==> config.mk <==
export PLATFORM = sky130hd
export DESIGN_NAME = spw_wake_events
export DESIGN_NICKNAME = d
export VERILOG_FILES = /design/src/core/spw_pkg.sv /design/src/core/spw_edge_sync.sv /design/src/core/spw_wake_events.sv
export SDC_FILE = /design/constraint.sdc
export NUM_CORES = 1
export LEC_CHECK = 0
export BUFFER_PORTS_ARGS = -buffer_cell sky130_fd_sc_hd__buf_4
export CAP_MARGIN = 20
export CORE_MARGIN = 2
export CORE_UTILIZATION = 53
export DETAILED_ROUTE_END_ITERATION = 6
export PLACE_DENSITY = 0.8
export SYNTH_ARGS = -nofsm -noshare
export SYNTH_HDL_FRONTEND = slang
export SYNTH_SLANG_ARGS = --single-unit
==> constraint.sdc <==
create_clock -name mclk -period 1.5 [get_ports mclk]
set_clock_uncertainty 0.05 [all_clocks]
set_input_delay 0.075 -clock mclk [delete_from_list [all_inputs] [get_ports mclk]]
set_output_delay 0.075 -clock mclk [all_outputs]
set_load 0.01 [all_outputs]
==> src/core/spw_pkg.sv <==
package spw_pkg;

    // ==================================================
    // apb carrier
    typedef struct packed {
        logic psel;
        logic penable;
        logic pwrite;
        logic [11:0] paddr;
        logic [31:0] pwdata;
    } spw_apb_req_t;

    typedef struct packed {
        logic [31:0] prdata;
        logic pready;
        logic pslverr;
    } spw_apb_rsp_t;

    // ==================================================
    // register indices, byte address is four times the index
    localparam logic [9:0] IDX_EN1 = 10'h0b0;
    localparam logic [9:0] IDX_EN2 = 10'h0b1;
    localparam logic [9:0] IDX_ST1 = 10'h0b2;
    localparam logic [9:0] IDX_ST2 = 10'h0b3;
    localparam logic [9:0] IDX_MASK1 = 10'h0b4;
    localparam logic [9:0] IDX_MASK2 = 10'h0b5;

    // ==================================================
    // reset values and field layouts
    localparam logic [7:0] RST_EN1 = 8'h00;
    localparam logic [7:0] RST_EN2 = 8'h80;
    localparam logic [7:0] RST_ST = 8'h00;
    localparam logic [7:0] RST_MASK = 8'h00;
    localparam logic [7:0] EN2_WRITABLE = 8'hab;
    localparam logic [7:0] ST1_LATCHED = 8'hcf;
    localparam logic [7:0] ST2_USED = 8'h2b;

    // first layout, shared by enable one, status one, mask one
    localparam int B1_RING_A = 0;
    localparam int B1_RING_B = 1;
    localparam int B1_KBD = 2;
    localparam int B1_MOUSE = 3;
    localparam int B1_GROUP_A = 4;
    localparam int B1_GROUP_B = 5;
    localparam int B1_IR = 6;
    localparam int B1_ALARM = 7;

    // second layout, shared by enable two, status two, mask two
    localparam int B2_RX_A = 0;
    localparam int B2_RX_B = 1;
    localparam int B2_RING = 3;
    localparam int B2_CIR = 5;
    localparam int B2_SOFT_OFF = 7;

    // ==================================================
    // pin synchroniser
    localparam int NUM_PINS = 9;
    localparam int P_RING_A = 0;
    localparam int P_RING_B = 1;
    localparam int P_KBD = 2;
    localparam int P_MOUSE = 3;
    localparam int P_IR = 4;
    localparam int P_RX_A = 5;
    localparam int P_RX_B = 6;
    localparam int P_RING = 7;
    localparam int P_PGOOD = 8;
    // wake pins idle high, power good idles low
    localparam logic [8:0] SYNC_RESET = 9'h0ff;

    typedef struct packed {
        logic [8:0] s1;
        logic [8:0] s2;
        logic [8:0] s3;
        logic [8:0] level;
        logic [8:0] fall;
    } spw_sync_t;

    typedef struct packed {
        logic [7:0] en1;
        logic [7:0] en2;
        logic [7:0] st1;
        logic [7:0] st2;
        logic [7:0] mask1;
        logic [7:0] mask2;
        logic [31:0] prdata;
        logic req;
    } spw_state_t;

endpackage

==> src/core/spw_edge_sync.sv <==
module spw_edge_sync (
    input wire logic mclk,
    input wire logic reset_n,
    input wire logic [8:0] pins,
    output logic [8:0] level,
    output logic [8:0] fall
);

    // ==================================================
    // three stage sync, change accepted once stages two and three agree
    spw_pkg::spw_sync_t cur;
    spw_pkg::spw_sync_t next_st;

    always_comb begin
        next_st = cur;
        next_st.s1 = pins;
        next_st.s2 = cur.s1;
        next_st.s3 = cur.s2;
        next_st.level = (cur.s2 & cur.s3) | (cur.level & (cur.s2 | cur.s3));
        next_st.fall = cur.level & ~next_st.level;
    end

    always_ff @(posedge mclk or negedge reset_n) begin
        if (!reset_n) begin
            cur.s1 <= spw_pkg::SYNC_RESET;
            cur.s2 <= spw_pkg::SYNC_RESET;
            cur.s3 <= spw_pkg::SYNC_RESET;
            cur.level <= spw_pkg::SYNC_RESET;
            cur.fall <= 9'h000;
        end else begin
            cur <= next_st;
        end
    end

    assign level = cur.level;
    assign fall = cur.fall;

endmodule

==> src/core/spw_wake_events.sv <==
// Summary of operation
// RULE1: each set bit of enable one lets its source request power, a clear bit blocks it.
// RULE2: enable one bits 0..3 are ring a, ring b, keyboard clock and mouse clock.
// RULE3: enable one bits 4..7 are group int a, group int b, ir receive and rtc alarm.
// RULE4: enable two bits 0 and 1 are serial rx a and b; bits 2, 4 and 6 read zero.
// RULE5: enable two bit 3 lets the ring input pin request power.
// RULE6: enable two bit 5 lets a consumer ir wake event request power.
// RULE7: enable two bit 7 is the soft off enable and resets to one, value 0x80.
// RULE8: status one shows one per source that fired since last cleared.
// RULE9: status one bits 0,1,2,3,6 latch falling edges of their pins.
// RULE10: latched bits of status one clear when software reads it.
// RULE11: status one bit 7 latches the rtc alarm and clears on read.
// RULE12: status one bits 4 and 5 follow the group ints live, reads leave them.
// RULE13: status two latches enabled rx falls, ring and ir events, cleared on read.
// RULE14: an enabled event drives the power request low until power is good.
// RULE15: enables and status reset only with the battery domain reset.
module spw_wake_events (
    input wire logic mclk,
    input wire logic reset_n,
    input wire spw_pkg::spw_apb_req_t apb_req,
    output spw_pkg::spw_apb_rsp_t apb_rsp,
    input wire logic ring_a_pin,
    input wire logic ring_b_pin,
    input wire logic kbd_clock_pin,
    input wire logic mouse_clock_pin,
    input wire logic ir_receive_pin,
    input wire logic serial_rx_a,
    input wire logic serial_rx_b,
    input wire logic ring_input_n,
    input wire logic power_good,
    input wire logic group_int_a,
    input wire logic group_int_b,
    input wire logic rtc_alarm,
    input wire logic consumer_ir_event,
    output logic power_on_request_n,
    output logic irq
);

    // ==================================================
    // address decode
    function automatic logic [5:0] reg_sel(input logic [11:0] addr);
        logic [9:0] idx;
        idx = addr[11:2];
        reg_sel = 6'h00;
        if (addr[1:0] == 2'h0) begin
            reg_sel[0] = (idx == spw_pkg::IDX_EN1);
            reg_sel[1] = (idx == spw_pkg::IDX_EN2);
            reg_sel[2] = (idx == spw_pkg::IDX_ST1);
            reg_sel[3] = (idx == spw_pkg::IDX_ST2);
            reg_sel[4] = (idx == spw_pkg::IDX_MASK1);
            reg_sel[5] = (idx == spw_pkg::IDX_MASK2);
        end
    endfunction

    // ==================================================
    // pin synchronisers
    logic [8:0] pins;
    logic [8:0] pin_level;
    logic [8:0] pin_fall;

    always_comb begin
        pins = spw_pkg::SYNC_RESET;
        pins[spw_pkg::P_RING_A] = ring_a_pin;
        pins[spw_pkg::P_RING_B] = ring_b_pin;
        pins[spw_pkg::P_KBD] = kbd_clock_pin;
        pins[spw_pkg::P_MOUSE] = mouse_clock_pin;
        pins[spw_pkg::P_IR] = ir_receive_pin;
        pins[spw_pkg::P_RX_A] = serial_rx_a;
        pins[spw_pkg::P_RX_B] = serial_rx_b;
        pins[spw_pkg::P_RING] = ring_input_n;
        pins[spw_pkg::P_PGOOD] = power_good;
    end

    spw_edge_sync u_sync (
        .mclk(mclk),
        .reset_n(reset_n),
        .pins(pins),
        .level(pin_level),
        .fall(pin_fall)
    );

    logic ring_a_event;
    logic ring_b_event;
    logic kbd_clock_event;
    logic mouse_clock_event;
    logic ir_receive_event;
    logic ring_input_event;
    logic pg_level;

    assign ring_a_event = pin_fall[spw_pkg::P_RING_A];
    assign ring_b_event = pin_fall[spw_pkg::P_RING_B];
    assign kbd_clock_event = pin_fall[spw_pkg::P_KBD];
    assign mouse_clock_event = pin_fall[spw_pkg::P_MOUSE];
    assign ir_receive_event = pin_fall[spw_pkg::P_IR];
    assign ring_input_event = pin_fall[spw_pkg::P_RING];
    assign pg_level = pin_level[spw_pkg::P_PGOOD];

    // ==================================================
    // state
    spw_pkg::spw_state_t cur;
    spw_pkg::spw_state_t next_st;

    logic setup_ph;
    logic access_ph;
    logic [5:0] sel;
    logic [7:0] set1;
    logic [7:0] set2;
    logic [7:0] st1_view;
    logic [7:0] clr1;
    logic [7:0] clr2;
    logic [7:0] rd_byte;
    logic wake_any;

    assign setup_ph = apb_req.psel && !apb_req.penable;
    assign access_ph = apb_req.psel && apb_req.penable;
    assign sel = reg_sel(apb_req.paddr);

    // live group bits sit beside the latched ones
    always_comb begin
        st1_view = cur.st1;
        st1_view[spw_pkg::B1_GROUP_A] = group_int_a; // RULE12
        st1_view[spw_pkg::B1_GROUP_B] = group_int_b; // RULE12
    end

    // ==================================================
    // event capture
    always_comb begin
        set1 = 8'h00;
        set1[spw_pkg::B1_RING_A] = ring_a_event; // RULE9
        set1[spw_pkg::B1_RING_B] = ring_b_event; // RULE9
        set1[spw_pkg::B1_KBD] = kbd_clock_event; // RULE9
        set1[spw_pkg::B1_MOUSE] = mouse_clock_event; // RULE9
        set1[spw_pkg::B1_IR] = ir_receive_event; // RULE9
        set1[spw_pkg::B1_ALARM] = rtc_alarm; // RULE11
        set2 = 8'h00;
        set2[spw_pkg::B2_RX_A] = pin_fall[spw_pkg::P_RX_A];
        set2[spw_pkg::B2_RX_B] = pin_fall[spw_pkg::P_RX_B];
        set2[spw_pkg::B2_RING] = ring_input_event;
        set2[spw_pkg::B2_CIR] = consumer_ir_event;
        set2 = set2 & cur.en2 & spw_pkg::ST2_USED; // RULE13
    end

    // clear only the bits that were returned, so nothing set after setup is lost
    always_comb begin
        clr1 = 8'h00;
        clr2 = 8'h00;
        if (access_ph && !apb_req.pwrite && sel[2]) begin
            clr1 = cur.prdata[7:0] & spw_pkg::ST1_LATCHED; // RULE10 RULE11
        end
        if (access_ph && !apb_req.pwrite && sel[3]) begin
            clr2 = cur.prdata[7:0] & spw_pkg::ST2_USED; // RULE13
        end
    end

    // ==================================================
    // wake request
    always_comb begin
        wake_any = |(st1_view & cur.en1); // RULE1 RULE2 RULE3
        wake_any = wake_any | (|(cur.st2 & cur.en2 & spw_pkg::ST2_USED)); // RULE4 RULE5 RULE6
    end

    // ==================================================
    // read mux
    always_comb begin
        rd_byte = 8'h00;
        case (1'b1)
            sel[0]: rd_byte = cur.en1;
            sel[1]: rd_byte = cur.en2;
            sel[2]: rd_byte = st1_view; // RULE8
            sel[3]: rd_byte = cur.st2;
            sel[4]: rd_byte = cur.mask1;
            sel[5]: rd_byte = cur.mask2;
            default: rd_byte = 8'h00;
        endcase
    end

    // ==================================================
    // next state
    always_comb begin
        next_st = cur;
        // set wins over a read clear in the same cycle
        next_st.st1 = ((cur.st1 & ~clr1) | set1) & spw_pkg::ST1_LATCHED; // RULE9 RULE10
        next_st.st2 = (cur.st2 & ~clr2) | set2; // RULE13
        if (setup_ph && !apb_req.pwrite) begin
            next_st.prdata = {24'h000000, rd_byte};
        end
        if (access_ph && apb_req.pwrite) begin
            if (sel[0]) begin
                next_st.en1 = apb_req.pwdata[7:0];
            end
            if (sel[1]) begin
                next_st.en2 = apb_req.pwdata[7:0] & spw_pkg::EN2_WRITABLE; // RULE4
            end
            if (sel[4]) begin
                next_st.mask1 = apb_req.pwdata[7:0];
            end
            if (sel[5]) begin
                next_st.mask2 = apb_req.pwdata[7:0] & spw_pkg::ST2_USED;
            end
        end
        // request holds until the supply reports good
        next_st.req = wake_any || (cur.req && !pg_level); // RULE14
    end

    // reset_n is the battery domain reset, main power loss leaves it high
    always_ff @(posedge mclk or negedge reset_n) begin
        if (!reset_n) begin
            cur.en1 <= spw_pkg::RST_EN1; // RULE15
            cur.en2 <= spw_pkg::RST_EN2; // RULE7 RULE15
            cur.st1 <= spw_pkg::RST_ST; // RULE15
            cur.st2 <= spw_pkg::RST_ST; // RULE15
            cur.mask1 <= spw_pkg::RST_MASK;
            cur.mask2 <= spw_pkg::RST_MASK;
            cur.prdata <= 32'h00000000;
            cur.req <= 1'b0;
        end else begin
            cur <= next_st;
        end
    end

    // ==================================================
    // outputs
    assign power_on_request_n = !cur.req; // RULE14
    assign irq = (|(st1_view & cur.mask1)) || (|(cur.st2 & cur.mask2));
    assign apb_rsp.prdata = cur.prdata;
    assign apb_rsp.pready = 1'b1;
    assign apb_rsp.pslverr = access_ph && (sel == 6'h00);

    logic rd_st1;
    logic sel_st1_setup;
    assign rd_st1 = access_ph && !apb_req.pwrite && sel[2];
    assign sel_st1_setup = setup_ph && !apb_req.pwrite && sel[2];
    logic rd_st2;
    assign rd_st2 = access_ph && !apb_req.pwrite && sel[3];
endmodule

==> results.toml <==
[power_and_ir_drop]
power_frac_seq_pct = 56.7
vdd_drop_max_uv = 657
power.density_nw_per_um2 = 936
p_comb_share_pct = 9.9
p_leak_nw = 2.19
clkPwrFrac_pct = 33.4
p_int_w = 0.00340
switchingPower_w = 0.00113
p_sw_share_pct = 24.9

[worst_setup_path]
path_class = "register to primary output"
startpoint_type = "register"
cp_max_fo = 2
critPathCaptureType = "primary output"
arrival_ns = 1.57
required_ns = 1.37

[clocking]
clk_path_buf_depth = 2
cts_tree = "built"
clk_pin_slew_ns = 0.09
clk_latency_ns = 0.35
cts_num_sinks = 88
htree_levels = 3
numCtsBuffers = 9
clockRootBuffer = "clkbuf_8"

[job]
cap_viol_max_count = 0

[synthesis]
netlist.area_leader.share_pct = 35.2
yosys_warnings = 0
syn_inst = 302
synthTopCellsByCount = "dfrtp_1 (55), buf_4 (33), dfstp_2 (33), mux2_4 (13), nand2b_1 (13)"
ys_seq_elements = 88
synth_edf_count = 0
async_reset_ff_share_pct = 100
yosys.area.top_type = "dfrtp_1"
synth.most_common_cell = "dfrtp_1"
ys_types = 42
synthTopCellsByArea = "dfrtp_1 (35%), dfstp_2 (22%), buf_4 (6.3%)"
netlist_area_um2 = 3910
synthFlopType = "dfrtp_1"
ys_seq_area_share_pct = 57.3
syn_area_per_cell_um2 = 13.0

[floorplanning]
io_pins = 98
die_w_um = 89.9
dieHeight_um = 89.9
placementRows = 31
core_um2 = 7210
initial_core_util_pct = 54.2
fp.dieArea_um2 = 8090

[sta]
fin_setup_tns_ns = -0.198
setup_slack_ns = -0.198
setup_viol = 1
max_freq_ghz = 0.589
min_period_over_period_pct = 113
slew_violations = 0
layout_min_cycle_time_ns = 1.70
grt_setup_unrepaired = "yes"
hold_viol_final = 0

[placed_design]
portBuffers = 48
gp_congestion = 0.881
dpl-instance-area_um2 = 4420
pre_cts_ws_ns = -0.308
hpwlAfterDp_mm = 5.73

[finish]
syn_to_final_growth_pct = 23.6
stdcell_area_um2 = 4840
num-nets-final = 454
layout-drive-gt1-share_pct = 39.5
diodes = 0
final_util_pct = 67.0

[detailed_routing]
vias = 2665
vias_per_cell = 5.37
drt-wirelength-per-cell_um = 16.6
antenna_left = 0
first_iter_violations = 203
totalWireLength_mm = 8.24
drt_pass1_iterations = 5
drc = 0

[global_routing]
grt_max_degree = 36
antenna_found_initial = 0
grt.overflow.total = 0
grt_pass1_wl_mm = 13.7
grt_usage_pct = 21.8
grt_pass1_vias = 2695

[status]
violations = "setup timing"
outcome = "complete, but fails checks"

[worst_hold_path]
hold_path_class = "input port to register"
==> per-layer routing <==
metal,vias to the layer above,global-route usage [%],wire length [µm]
li1,1230,-,-
met1,1313,28.0,3500
met2,109,35.6,4020
met3,13,7.29,581
met4,0,6.28,139
met5,-,0,0
==> worst max-delay path, cell delays in order (launching register included) <==
cell and delay (ns):
dfrtp_1 0.42, a22o_1 0.24, a221oi_2 0.24, nand3_1 0.14, buf_4 0.17
==> repair_timing <==
action | in CTS | in global routing
setup buffers | 1 | 0
hold buffers | 22 | 0
pin swaps | 2 | 1
hold endpoints to repair | 103 | 0
resized for setup | 1 | 0
setup endpoints to repair | 1 | 1
==> layout make-up <==
type	instances	area, µm²
well taps	99	124
multi-input cells	192	1450
fillers	553	2380
repair buffers	100	831
clock inverters	5	41.3
clock buffers	11	141
inverters	1	3.75
flip-flops and latches	88	2240
==> cell families (layout without fill, tap and decap cells) <==
logic type	after synthesis	count (layout)	share of synthesized area, %
muxes	29	29	9.46
buffers and inverters	45	117	7.96
DFF	88	88	57.3
other	2	25	0.192
adders and majority gates	9	9	2.30
AOI/OAI and AO/OA	60	60	11.1
and+or+nand+nor	69	69	11.6
==> path summary, 6_finish.rpt <==
check	to	slack, ns	depth (start not counted)	from
max	irq	-0.20	4	cur[54]
max in group asynchronous	u_sync.level[1]	0.65	3	reset_n
min	cur[64]	0.04	3	apb_req[34]
min reg2reg	u_sync.cur[35]	0.30	0	u_sync.cur[44]
min in group asynchronous	u_sync.cur[35]	0.16	2	reset_n
max reg2reg	cur[0]	0.13	4	cur[52]
==> cell usage in the layout, fill, tap and decap left out, types with 2 or more instances in the layout <==
master / Yosys / routed
buf_4: 33 / 76
dfrtp_1: 55 / 55
dfstp_2: 33 / 33
conb_1: 2 / 25
dlygate4sd3_1: 0 / 22
nand2b_1: 13 / 13
mux2_4: 13 / 13
a22o_1: 12 / 12
a21oi_1: 12 / 12
mux2_2: 12 / 12
nor3b_1: 10 / 10
clkbuf_8: 0 / 10
maj3_1: 9 / 9
nor2_1: 8 / 8
nand2_1: 8 / 8
nand4b_1: 6 / 6
a21o_1: 6 / 6
nand4_1: 6 / 6
a221oi_1: 5 / 4
nand3_1: 4 / 4
mux2i_1: 4 / 4
o21a_1: 4 / 4
nand3b_1: 4 / 4
o221ai_1: 4 / 4
a31oi_1: 4 / 4
o22ai_1: 4 / 4
o31ai_1: 3 / 3
and3b_1: 2 / 2
o21ai_0: 2 / 2
a22oi_1: 2 / 2
clkinv_4: 0 / 2
buf_12: 0 / 2
==> power by group through the flow <==
stage / registers (W) / logic (W) / clock network (W)
after global routing: 0.00258 / 0.000491 / 0.00167
after floorplan: 0.00259 / 0.000238 / 0
after detailed placement: 0.00261 / 0.000399 / 0
after CTS: 0.00257 / 0.000447 / 0.00157
after global placement: 0.00260 / 0.000395 / 0
final: 0.00256 / 0.000447 / 0.00151
==> flip-flops by register name, summed over array words and instances, names as in the netlist <==
name,count
u_sync.cur,27
u_sync.fall,8
u_sync.level,9
apb_rsp,8
cur,36
==> stage by stage <==
stage / hold slack (ns) / cells / total power, W
floorplan: -0.271 / 325 / 0.00283
global placement: -0.00882 / 457 / 0.00300
detailed placement: -0.00724 / 457 / 0.00301
CTS: 0.0223 / 496 / 0.00458
global route: 0.0408 / 496 / 0.00474
finish: 0.0384 / 496 / 0.00452
(Power assumes the default switching activity.)
